[config.mk]
export PLATFORM = sky130hd
export DESIGN_NAME = tx_cmd_parser_flat
export DESIGN_NICKNAME = d
export VERILOG_FILES = /design/src/hdl/tx_cmd_pkg.sv /design/src/hdl/tx_cmd_if.sv /design/src/hdl/tx_cmd_parser.sv /design/src/flat_wrapper.sv
export VERILOG_INCLUDE_DIRS = /design/src /design/src/hdl
export SDC_FILE = /design/constraint.sdc
export NUM_CORES = 1
export LEC_CHECK = 0
export BUFFER_PORTS_ARGS = -buffer_cell sky130_fd_sc_hd__buf_4
export CORE_ASPECT_RATIO = 1.5
export CORE_UTILIZATION = 29
export DETAILED_ROUTE_END_ITERATION = 8
export GPL_ROUTABILITY_DRIVEN = 1
export SYNTH_ARGS = -nofsm -noshare
export SYNTH_HDL_FRONTEND = slang
export SYNTH_SLANG_ARGS = --single-unit
[constraint.sdc]
create_clock -name sys_clk -period 5.2 [get_ports sys_clk]
set_input_delay 1.04 -clock sys_clk [delete_from_list [all_inputs] [get_ports sys_clk]]
set_output_delay 1.04 -clock sys_clk [all_outputs]
set_load 0.005 [all_outputs]
[src/hdl/tx_cmd_consts.svh]
// Constants for the transmit command parser and its host writer
`ifndef TX_CMD_CONSTS_SVH
`define TX_CMD_CONSTS_SVH
`define A_IOC_BIT     31
`define A_RSVD_HI     30
`define A_RSVD_LO     26
`define A_ALIGN_HI    25
`define A_ALIGN_LO    24
`define A_OFFS_HI     20
`define A_OFFS_LO     16
`define A_FIRST_BIT   13
`define A_LAST_BIT    12
`define A_SIZE_HI     10
`define A_SIZE_LO     0
`define B_TAG_HI      31
`define B_TAG_LO      16
`define B_LEN_HI      10
`define B_LEN_LO      0
`define ALIGN_CODE_4  2'h0
`define ALIGN_CODE_16 2'h1
`define ALIGN_CODE_32 2'h2
`define ALIGN_CODE_RV 2'h3
`define ALIGN_MASK_4  11'h000
`define ALIGN_MASK_16 11'h003
`define ALIGN_MASK_32 11'h007
`define WORD_CNT_W    11
`endif

[src/hdl/tx_cmd_pkg.sv]
// Types and shared decode for the transmit command path
`include "tx_cmd_consts.svh"
package tx_cmd_pkg;
  // Parser states
  typedef enum logic [1:0]
  {
    PS_CMD_A = 2'b00,
    PS_CMD_B = 2'b01,
    PS_DATA  = 2'b10
  } parse_state_t;
  // Host writer states
  typedef enum logic [2:0]
  {
    HS_IDLE = 3'b000,
    HS_CMD_A = 3'b001,
    HS_CMD_B = 3'b010,
    HS_DATA = 3'b011,
    HS_PAD  = 3'b100
  } host_state_t;
  typedef logic [`WORD_CNT_W-1:0] word_cnt_t;

  // Words written for a buffer once rounded up to its alignment
  function automatic word_cnt_t padded_words(input word_cnt_t words,
                                             input logic [1:0] code);
    word_cnt_t mask;
    mask = `ALIGN_MASK_4;
    if (code == `ALIGN_CODE_16)
      mask = `ALIGN_MASK_16;
    else if (code == `ALIGN_CODE_32)
      mask = `ALIGN_MASK_32;
    padded_words = (words + mask) & ~mask;
  endfunction

  // Words that hold offset plus payload bytes
  function automatic word_cnt_t used_words(input logic [4:0] offs,
                                           input logic [10:0] size);
    logic [11:0] bytes;
    bytes = {7'h00, offs} + {1'b0, size} + 12'h003;
    // Word count never needs the top bit; widen on purpose
    used_words = {1'b0, bytes[11:2]};
  endfunction
endpackage

[src/hdl/tx_cmd_if.sv]
// Sixteen-bit host write port between host writer and parser
`timescale 1ns/1ps
interface tx_cmd_if;
  logic        wr_stb;   // One 16-bit write this cycle
  logic [15:0] wr_half;  // Write data half word

  modport host
  (
    output wr_stb,
    output wr_half
  );
  modport device
  (
    input wr_stb,
    input wr_half
  );
endinterface

[src/hdl/tx_cmd_parser.sv]
// Device end: parses command words and strips buffer framing
`timescale 1ns/1ps
`include "tx_cmd_consts.svh"
module tx_cmd_parser
(
  input  wire logic        sys_clk,
  input  wire logic        sys_rst,
  tx_cmd_if.device         bus,
  input  wire logic        tx_error_clear,
  output logic             tx_error_flag,
  output logic             tx_buffer_done_flag,
  output logic             fifo_wr,
  output logic [31:0]      fifo_data,
  output logic [1:0]       fifo_start_byte,
  output logic             fifo_first,
  output logic             fifo_last,
  output logic             status_tag_valid,
  output logic [15:0]      status_tag
);
  // Half-word assembly
  logic        half_have_reg;   // Lower half already held
  logic        half_have_next;
  logic [15:0] half_lo_reg;     // Held lower half
  logic [15:0] half_lo_next;
  logic        word_stb;        // Full word assembled this cycle
  logic [31:0] word;            // Assembled word

  // Parser state
  tx_cmd_pkg::parse_state_t state_reg;
  tx_cmd_pkg::parse_state_t state_next;
  logic [31:0] cmd_a_reg;       // Current command A
  logic [31:0] cmd_a_next;
  logic [31:0] cmd_b_reg;       // Command B of packet's first buffer
  logic [31:0] cmd_b_next;
  logic        b_seen_reg;      // A first segment has been taken
  logic        b_seen_next;
  tx_cmd_pkg::word_cnt_t idx_reg;    // Data word index in buffer
  tx_cmd_pkg::word_cnt_t idx_next;
  logic [11:0] len_sum_reg;     // Running sum of buffer sizes
  logic [11:0] len_sum_next;
  logic        err_reg;
  logic        err_next;
  logic        done_reg;
  logic        done_next;
  logic        fwr_reg;
  logic        fwr_next;
  logic [31:0] fdat_reg;
  logic [31:0] fdat_next;
  logic [1:0]  fsb_reg;
  logic [1:0]  fsb_next;
  logic        ffirst_reg;
  logic        ffirst_next;
  logic        flast_reg;
  logic        flast_next;
  logic        tagv_reg;
  logic        tagv_next;
  logic [15:0] tag_reg;
  logic [15:0] tag_next;

  // Decoded command A fields for the active buffer
  tx_cmd_pkg::word_cnt_t used_w;   // Words holding offset and payload
  tx_cmd_pkg::word_cnt_t total_w;  // Words written including padding
  tx_cmd_pkg::word_cnt_t skip_w;   // Whole words before the offset
  logic [11:0] sum_with_buf;       // Sum including this buffer

  // lower half first
  // The first write of a pair is the low half; the second completes it.
  always_comb
  begin
    half_have_next = half_have_reg;
    half_lo_next   = half_lo_reg;
    word_stb       = 1'b0;
    word           = {bus.wr_half, half_lo_reg};
    if (bus.wr_stb)
    begin
      if (half_have_reg)
      begin
        word_stb       = 1'b1;
        half_have_next = 1'b0;
      end
      else
      begin
        half_lo_next   = bus.wr_half;
        half_have_next = 1'b1;
      end
    end
  end

  always_ff @(posedge sys_clk)
  begin
    if (sys_rst)
    begin
      half_have_reg <= 1'b0;
      half_lo_reg   <= 16'h0000;
    end
    else
    begin
      half_have_reg <= half_have_next;
      half_lo_reg   <= half_lo_next;
    end
  end

  // Field decode of the held command A
  always_comb
  begin
    skip_w  = {8'h00, cmd_a_reg[`A_OFFS_HI:`A_OFFS_LO+2]};
    used_w  = tx_cmd_pkg::used_words(cmd_a_reg[`A_OFFS_HI:`A_OFFS_LO],
                                     cmd_a_reg[`A_SIZE_HI:`A_SIZE_LO]);
    total_w = tx_cmd_pkg::padded_words(used_w,
                                       cmd_a_reg[`A_ALIGN_HI:`A_ALIGN_LO]);
    sum_with_buf = len_sum_reg + {1'b0, cmd_a_reg[`A_SIZE_HI:`A_SIZE_LO]};
  end

  // Command sequencing, data filtering and checks
  // A buffer ends when its last padded word arrives; a buffer with zero offset
  // and zero size ends right after command B, since no data words follow it.
  always_comb
  begin
    state_next   = state_reg;
    cmd_a_next   = cmd_a_reg;
    cmd_b_next   = cmd_b_reg;
    b_seen_next  = b_seen_reg;
    idx_next     = idx_reg;
    len_sum_next = len_sum_reg;
    err_next     = err_reg;
    done_next    = 1'b0;
    fwr_next     = 1'b0;
    fdat_next    = fdat_reg;
    fsb_next     = fsb_reg;
    ffirst_next  = 1'b0;
    flast_next   = 1'b0;
    tagv_next    = 1'b0;
    tag_next     = tag_reg;
    // Software clear; any set below overrides it
    if (tx_error_clear)
      err_next = 1'b0;
    if (word_stb)
    begin
      case (state_reg)
        tx_cmd_pkg::PS_CMD_A:
        begin
          cmd_a_next = word;
          if (word[`A_ALIGN_HI:`A_ALIGN_LO] == `ALIGN_CODE_RV)
            err_next = 1'b1;
          state_next = tx_cmd_pkg::PS_CMD_B;
        end
        tx_cmd_pkg::PS_CMD_B:
        begin
          idx_next = '0;
          if (cmd_a_reg[`A_FIRST_BIT])
          begin
            cmd_b_next   = word;
            b_seen_next  = 1'b1;
            len_sum_next = 12'h000;
          end
          else if (!b_seen_reg || word != cmd_b_reg)
            err_next = 1'b1;
          if (total_w == '0)
          begin
            // Empty buffer: finish at once
            done_next  = cmd_a_reg[`A_IOC_BIT];
            state_next = tx_cmd_pkg::PS_CMD_A;
          end
          else
            state_next = tx_cmd_pkg::PS_DATA;
        end
        tx_cmd_pkg::PS_DATA:
        begin
          idx_next = idx_reg + 1'b1;
          if (idx_reg >= skip_w && idx_reg < used_w)
          begin
            fwr_next    = 1'b1;
            fdat_next   = word;
            ffirst_next = (idx_reg == skip_w);
            flast_next  = (idx_reg == used_w - 1'b1);
            fsb_next    = cmd_a_reg[`A_OFFS_LO+1:`A_OFFS_LO];
          end
          if (idx_reg == total_w - 1'b1)
          begin
            state_next = tx_cmd_pkg::PS_CMD_A;
            done_next  = cmd_a_reg[`A_IOC_BIT];
          end
        end
        default:
          state_next = tx_cmd_pkg::PS_CMD_A;
      endcase
    end
    // Packet accounting once the buffer's last word is in
    if (word_stb &&
        ((state_reg == tx_cmd_pkg::PS_DATA && idx_reg == total_w - 1'b1) ||
         (state_reg == tx_cmd_pkg::PS_CMD_B && total_w == '0)))
    begin
      len_sum_next = cmd_a_reg[`A_FIRST_BIT] ?
                     {1'b0, cmd_a_reg[`A_SIZE_HI:`A_SIZE_LO]} : sum_with_buf;
      if (cmd_a_reg[`A_LAST_BIT])
      begin
        if (len_sum_next != {1'b0, cmd_b_next[`B_LEN_HI:`B_LEN_LO]})
          err_next = 1'b1;
        tagv_next   = 1'b1;
        tag_next    = cmd_b_next[`B_TAG_HI:`B_TAG_LO];
        b_seen_next = 1'b0;
      end
    end
  end

  // Registers of the parser
  always_ff @(posedge sys_clk)
  begin
    if (sys_rst)
    begin
      state_reg   <= tx_cmd_pkg::PS_CMD_A;
      cmd_a_reg   <= 32'h00000000;
      cmd_b_reg   <= 32'h00000000;
      b_seen_reg  <= 1'b0;
      idx_reg     <= '0;
      len_sum_reg <= 12'h000;
      err_reg     <= 1'b0;
      done_reg    <= 1'b0;
      fwr_reg     <= 1'b0;
      fdat_reg    <= 32'h00000000;
      fsb_reg     <= 2'h0;
      ffirst_reg  <= 1'b0;
      flast_reg   <= 1'b0;
      tagv_reg    <= 1'b0;
      tag_reg     <= 16'h0000;
    end
    else
    begin
      state_reg   <= state_next;
      cmd_a_reg   <= cmd_a_next;
      cmd_b_reg   <= cmd_b_next;
      b_seen_reg  <= b_seen_next;
      idx_reg     <= idx_next;
      len_sum_reg <= len_sum_next;
      err_reg     <= err_next;
      done_reg    <= done_next;
      fwr_reg     <= fwr_next;
      fdat_reg    <= fdat_next;
      fsb_reg     <= fsb_next;
      ffirst_reg  <= ffirst_next;
      flast_reg   <= flast_next;
      tagv_reg    <= tagv_next;
      tag_reg     <= tag_next;
    end
  end

  // All outputs straight from flip-flops
  assign tx_error_flag       = err_reg;
  assign tx_buffer_done_flag = done_reg;
  assign fifo_wr             = fwr_reg;
  assign fifo_data           = fdat_reg;
  assign fifo_start_byte     = fsb_reg;
  assign fifo_first          = ffirst_reg;
  assign fifo_last           = flast_reg;
  assign status_tag_valid    = tagv_reg;
  assign status_tag          = tag_reg;
endmodule

[src/flat_wrapper.sv]
// flat-port wrapper written by rule: the top's interface ports become plain ports
module tx_cmd_parser_flat 
  (sys_clk, sys_rst, tx_error_clear, tx_error_flag, tx_buffer_done_flag, fifo_wr, fifo_data, fifo_start_byte, fifo_first, fifo_last, status_tag_valid, status_tag, bus_wr_stb, bus_wr_half);
  tx_cmd_if bus_i ();
  input  wire logic sys_clk;
  input  wire logic sys_rst;
  input  wire logic tx_error_clear;
  output logic tx_error_flag;
  output logic tx_buffer_done_flag;
  output logic fifo_wr;
  output logic [31:0] fifo_data;
  output logic [1:0] fifo_start_byte;
  output logic fifo_first;
  output logic fifo_last;
  output logic status_tag_valid;
  output logic [15:0] status_tag;
  input wire logic [$bits(bus_i.wr_stb)-1:0] bus_wr_stb;
  input wire logic [$bits(bus_i.wr_half)-1:0] bus_wr_half;
  assign bus_i.wr_stb = bus_wr_stb;
  assign bus_i.wr_half = bus_wr_half;
  tx_cmd_parser u_core (.sys_clk(sys_clk), .sys_rst(sys_rst), .bus(bus_i), .tx_error_clear(tx_error_clear), .tx_error_flag(tx_error_flag), .tx_buffer_done_flag(tx_buffer_done_flag), .fifo_wr(fifo_wr), .fifo_data(fifo_data), .fifo_start_byte(fifo_start_byte), .fifo_first(fifo_first), .fifo_last(fifo_last), .status_tag_valid(status_tag_valid), .status_tag(status_tag));
endmodule
==> results of run 1 <==
cells by family (layout without fill, tap and decap cells):
| group | after synthesis | count (layout) | synth area share |
|---|---|---|---|
| flops | 152 | 152 | 0.350 |
| simple gates | 383 | 383 | 0.217 |
| fa+ha+maj | 44 | 44 | 0.0659 |
| compound gates | 187 | 187 | 0.145 |
| xor+xnor | 93 | 93 | 0.0971 |
| mux | 69 | 69 | 0.0807 |
| buf+inv | 94 | 180 | 0.0440 |
per-stage QoR:
stage	utilization	area (um2)	TNS, ns	std cells	hold slack (ns)
after floorplan	-	8720	0	1022	0.425
after global placement	0.335	9860	-0.354	1469	0.450
after detailed placement	0.335	9860	-1.98	1469	0.453
after CTS	0.356	10500	0	1500	0.464
after global routing	0.363	10700	-0.171	1503	0.480
final	0.363	10700	0	1503	0.460
power groups by stage:
stage,sequential [uW],clock [uW],combinational (uW)
2_1_floorplan,1210,0,228
3_3_place_gp,1220,0,343
3_5_place_dp,1220,0,347
4_1_cts,1200,1360,351
5_1_grt,1200,1400,403
6_report,1200,1340,373
cell usage in the layout, fill, tap and decap left out, types with 12 or more instances in the layout:
master       n
a21oi_1     77
a31o_1      16
and3_1      19
and4b_1     16
buf_4      111
clkbuf_16   18
dfxtp_1    149
ha_1        39
inv_1       29
mux2i_1     59
nand2_1    158
nand3_1     19
nand4_1     18
nor2_1      86
nor3_1      12
o21ai_0     20
xnor2_1     62
xor2_1      24
layer usage:
metal | up-vias | track usage
met5 | - | 0
met4 | 0 | 0.0929
met3 | 55 | 0.0248
met2 | 198 | 0.318
met1 | 3681 | 0.188
li1 | 3718 | -
worst min-delay path, delay by kind of cell, from the launching register on:
kind / cells / cell delay [ns]
flops: 1 / 0.31
simple gates: 1 / 0.05
compound gates: 1 / 0.05
what timing repair did:
action,4_1_cts,5_1_grt
endpoints found under the setup margin,26,34
cloned,0,1
gates resized for setup,3,31
pin swaps,0,12
buffers inserted,0,3
cell type report:
| cell class | count | area share |
|---|---|---|
| inverters | 33 | 0.0116 |
| clock inverters | 13 | 0.0180 |
| flip-flops and latches | 152 | 0.285 |
| clock buffers | 18 | 0.0401 |
| repair buffers | 116 | 0.0877 |
| well taps | 395 | 0.0462 |
| multi-input cells | 776 | 0.512 |
worst paths after layout:
check | startpoint | to | slack (ns) | depth (start not counted)
worst max-delay path | u_core.cmd_a_reg[17]$_SDFFE_PP0P_ | u_core.status_tag[10]$_SDFFE_PP0P_ | 0.23 | 24
worst min-delay path | u_core.cmd_a_reg[24]$_SDFFE_PP0P_ | u_core.cmd_a_reg[24]$_SDFFE_PP0P_ | 0.46 | 2
worst max register to register | u_core.cmd_a_reg[17]$_SDFFE_PP0P_ | u_core.status_tag[10]$_SDFFE_PP0P_ | 0.23 | 24
worst min register to register | u_core.cmd_a_reg[24]$_SDFFE_PP0P_ | u_core.cmd_a_reg[24]$_SDFFE_PP0P_ | 0.46 | 2
==> metrics.txt, run 1 <==
Setup Skew=0.0108 ns; Inserted Clock Buffers=17; Post-Syn Area=8700 um2; fill cell total of the finished layout=3098; CTS tree=done; Slew Viols, Final=0; Overall Power=2910 uW; sequential fraction of the synthesis area=0.350; Critical Path RT=5.53 ns; worst slack at placement=-0.0932 ns; max-cap violations=0; Yosys Warn Count=0; data arrival time of the critical path=5.30 ns; Initial Util=0.295; prevailing post-synth register cell=dfxtp_1; final critical-path share of the clock period=0.956; cts hold-fix bufs=0; Final WS setup=0.230 ns; Top Family by Delay on Critical Path=adder cells; WS Path Type=reg2reg; total die area=30700 um2; DRC Markers=0; status=finished, final reports clean; H-tree depth=4; Reg area=3050 um2; clock net sink count=152; Buf/Inv on CP=7; CORE AREA=29500 um2; drt first pass iters=5; largest net degree at the start of global routing=61; via density per instance=5.09; Placement Rows=77; Worst Path Max Fanout=8; final net count=1160; slew margin rel.=0.254; layout cell share with drive strength beyond 1=0.181; synth-to-layout area growth=23.0%; Iter 0 DRT Violations=524; final setup fails=0; gr usage total=0.173; clock power share=0.460; Final Hold Fails=0; post-layout min period=4.97 ns; Most Frequent Cell on Critical Path=inv_1; antenna diode count=0; Die Y-Extent=214 um; most frequent cell after synthesis=nand2_1; P_sw=769 uW; CP Capture Type=flip-flop; met1 WL=10400 um; number of synthesized flops with an enable pin=0; DIE WIDTH=143 um; count of cell types in the netlist=82; syn avg cell area=8.51 um2; global-route wire length before repair=41000 um; Slowest-stage cell, CP=or4b_4; DR WL met2=13900 um; grt total ovfl=0; initial antenna violation count=0; Ports=76; multi-input logic area=5480 um2; vias post-DR=7652; Slew @ Worst Pin=1.12 ns; sequential power share=0.412; cell breakdown of the critical path=inv_1 > ha_1 > o21ba_4 > inv_1 > fa_2 > xor2_2 > inv_2 > fa_1 > nand2_2 > ha_4 > buf_4 > inv_1 > a31oi_1 > o311a_1 > o32ai_4 > xor2_2 > xnor2_1 > or4b_4 > nor2_2 > nor4b_4 > buf_4 > clkbuf_16 > and4b_1 > a31o_1; post-synthesis register bit count=152; DRT antenna net count=0; commonest cells in the synthesized netlist=nand2_1 (159), dfxtp_1 (152), nor2_1 (87); number of global-route vias before repair=7521; Pint=2140 uW; Hold Path Class=reg2reg; slowest stage delay, CP=0.53 ns; post-synth top area cell=dfxtp_1; combinational share of power=0.128; VDD IR-drop max=0.307 mV; routability cong.=0.876; syn nets=1086; post-synth top area share=0.350; root buffer cell=clkbuf_16; wire per inst=17.4 um; Leakage=0.00426 uW; Detail Placement HPWL=19300 um; switching share of total power=0.264; pwr/cell area=272 nW/um2; Max Root-Sink Buffers=2; DR WL met3=881 um; IO Port Bufs=75; Area contributors post-synth=dfxtp_1 (35%), mux2i_1 (6.9%), nand2_1 (6.9%); CP Launch Type=flip-flop; Fmax achieved=201 MHz; ys async rst share=0; Syn Inst Count=1022; final wirelength=26200 um; top sig layer=met4; Clock transition at path regs=0.07 ns; Worst-Skew Late Latency=0.44 ns
Power figures use the tool's default switching activity.
==> run 2: changes to the inputs <==
--- a/config.mk
+++ b/config.mk
@@ -11,6 +11,7 @@
 export CORE_UTILIZATION = 29
 export DETAILED_ROUTE_END_ITERATION = 8
 export GPL_ROUTABILITY_DRIVEN = 1
+export RECOVER_POWER = 50
 export SYNTH_ARGS = -nofsm -noshare
 export SYNTH_HDL_FRONTEND = slang
 export SYNTH_SLANG_ARGS = --single-unit
==> metrics.txt, run 2 (synthesized netlist as in run 1, its figures left out) <==
final wirelength=26100 um (-0.26%); Top Family by Delay on Critical Path=adder cells; Slew Viols, Final=0 (unchanged); Hold Path Depth=2 (unchanged); slew margin rel.=0.260 (+0.00591); fill cell total of the finished layout=3108 (+0.32%); CORE AREA=29500 um2 (unchanged); global-route wire length before repair=41000 um (unchanged); slowest stage delay, CP=0.53 ns (about the same); DR WL met2=13900 um (-0.28%); combinational share of power=0.128 (about the same); Placement Rows=77 (unchanged); cell breakdown of the critical path=inv_1 > ha_1 > o21ba_4 > inv_1 > fa_2 > xor2_2 > inv_2 > fa_1 > nand2_2 > ha_4 > buf_4 > inv_1 > a31oi_1 > o311a_1 > o32ai_4 > xor2_2 > xnor2_1 > or4b_4 > nor2_2 > nor4b_4 > buf_4 > clkbuf_16 > and4b_1 > a31o_1; sequential power share=0.412 (about the same); DRT antenna net count=0 (unchanged); final setup fails=0 (unchanged); Final Hold Fails=0 (unchanged); gr usage total=0.173 (unchanged); IO Port Bufs=75 (unchanged); max-cap violations=0 (unchanged); switching share of total power=0.264 (-0.000286); Ports=76 (unchanged); Reg2Reg Depth=24 (unchanged); DR WL met3=920 um (+4.4%); data arrival time of the critical path=5.30 ns (about the same); final net count=1160 (unchanged); CP Launch Type=flip-flop; layout cell share with drive strength beyond 1=0.174 (-0.00722); Detail Placement HPWL=19300 um (unchanged); total die area=30700 um2 (unchanged); Worst Path Max Fanout=8 (unchanged); top sig layer=met4; CTS tree=done; clock power share=0.460 (about the same); Iter 0 DRT Violations=485 (-7.4%); initial antenna violation count=0 (unchanged); Max Root-Sink Buffers=2 (unchanged); post-layout min period=4.97 ns (-0.00244 ns); Initial Util=0.295 (unchanged); root buffer cell=clkbuf_16; Clock transition at path regs=0.07 ns (about the same); antenna diode count=0 (unchanged); DRC Markers=0 (unchanged); Slowest-stage cell, CP=or4b_4; drt first pass iters=6 (+1); Pint=2140 uW (about the same); Slew @ Worst Pin=1.11 ns (-0.00885 ns); H-tree depth=4 (unchanged); routability cong.=0.876 (unchanged); most common cell after layout, fill and taps aside=nand2_1; via density per instance=5.06 (-0.65%); Inserted Clock Buffers=17 (unchanged); Min Hold Slack=0.462 ns (+0.00241 ns); P_sw=768 uW (-0.17%); Worst-Skew Late Latency=0.44 ns (about the same); vias post-DR=7602 (-0.65%); met1 WL=10300 um (-0.45%); final critical-path share of the clock period=0.955 (about the same); setup total negative slack=0 ns (unchanged); pwr/cell area=273 nW/um2 (+0.24%); Setup Skew=0.0127 ns (+0.00195 ns); status=finished, final reports clean; number of global-route vias before repair=7521 (unchanged); Crit path depth=24 (unchanged); largest net degree at the start of global routing=61 (unchanged); DIE WIDTH=143 um (unchanged); grt total ovfl=0 (unchanged); Critical Path RT=5.53 ns (about the same); cts hold-fix bufs=0 (unchanged); Die Y-Extent=214 um (unchanged); Overall Power=2910 uW (about the same); commonest cells after routing, fill and taps aside=nand2_1 (158), dfxtp_1 (149), nor2_1 (86); VDD IR-drop max=0.308 mV (+0.21%); Buf/Inv on CP=7 (unchanged); Leakage=0.00420 uW (-1.4%); synth-to-layout area growth=22.6%; Most Frequent Cell on Critical Path=inv_1; Hold Path Class=reg2reg; CP Capture Type=flip-flop; wire per inst=17.4 um (-0.26%); clock net sink count=152 (unchanged); WS Path Type=reg2reg; Fmax achieved=201 MHz (about the same)
run 2: cell count changes in the layout (fill, tap and decap cells not counted):
cell,previous run,this run
and2_1,4,3
clkbuf_1,1,8
buf_4,111,54
and2_0,0,1
nand3_2,1,0
nand3_1,19,20
clkbuf_4,0,50
run 2: per-stage QoR:
| step | setup slack (ns) | cell area, um2 | utilization | instances |
|---|---|---|---|---|
| 4_1_cts | 0.108 | 10500 | 0.356 | 1500 |
| 5_1_grt | -0.0224 | 10700 | 0.362 | 1503 |
| 3_5_place_dp | -0.0932 | 9860 | 0.335 | 1469 |
| 2_1_floorplan | 0.0669 | 8720 | - | 1022 |
| 6_report | 0.232 | 10700 | 0.362 | 1503 |
| 3_3_place_gp | -0.0237 | 9860 | 0.335 | 1469 |
run 2: power groups by stage:
stage | Clock (uW) | Combinational [uW] | Sequential (uW)
after floorplan | 0 | 228 | 1210
after CTS | 1360 | 351 | 1200
final | 1340 | 373 | 1200
after global routing | 1400 | 403 | 1200
after detailed placement | 0 | 347 | 1220
after global placement | 0 | 343 | 1220
run 2: layout make-up:
type                    count  area, um2  share of cell area
clock inverters            13        193              0.0181
inverters                  33        124              0.0116
well taps                 395        494              0.0463
multi-input cells         776       5470               0.513
clock buffers              18        429              0.0402
flip-flops and latches    152       3050               0.286
repair buffers            116        912              0.0855
run 2: worst register-to-register path: stages (launching register included):
cell and delay, ns:
dfxtp_2 0.32, inv_1 0.04, ha_1 0.28, o21ba_4 0.22, inv_1 0.05, fa_2 0.41, xor2_2 0.17, inv_2 0.06
fa_1 0.50, nand2_2 0.10, ha_4 0.16, buf_4 0.11, inv_1 0.03, a31oi_1 0.15, o311a_1 0.25, o32ai_4 0.12
xor2_2 0.17, xnor2_1 0.22, or4b_4 0.53, nor2_2 0.13, nor4b_4 0.18, buf_4 0.17, clkbuf_16 0.14, and4b_1 0.19
a31o_1 0.18
run 2: worst paths after layout:
check	start	end	slack (ns)
setup / recovery	u_core.cmd_a_reg[17]$_SDFFE_PP0P_	u_core.status_tag[10]$_SDFFE_PP0P_	0.23
hold / removal	u_core.cmd_a_reg[24]$_SDFFE_PP0P_	u_core.cmd_a_reg[24]$_SDFFE_PP0P_	0.46
setup reg to reg	u_core.cmd_a_reg[17]$_SDFFE_PP0P_	u_core.status_tag[10]$_SDFFE_PP0P_	0.23
hold reg to reg	u_core.cmd_a_reg[24]$_SDFFE_PP0P_	u_core.cmd_a_reg[24]$_SDFFE_PP0P_	0.46
run 2: metal layers:
metal	up-vias	track usage
li1	3724	-
met1	3630	0.188
met2	193	0.318
met3	55	0.0248
met4	0	0.0929
met5	-	0
run 2: repair_timing:
item / in CTS / in global routing
buffers inserted: 0 / 3
cloned: 0 / 1
setup endpoints to repair: 26 / 34
resized for setup: 3 / 31
pin swaps: 0 / 12
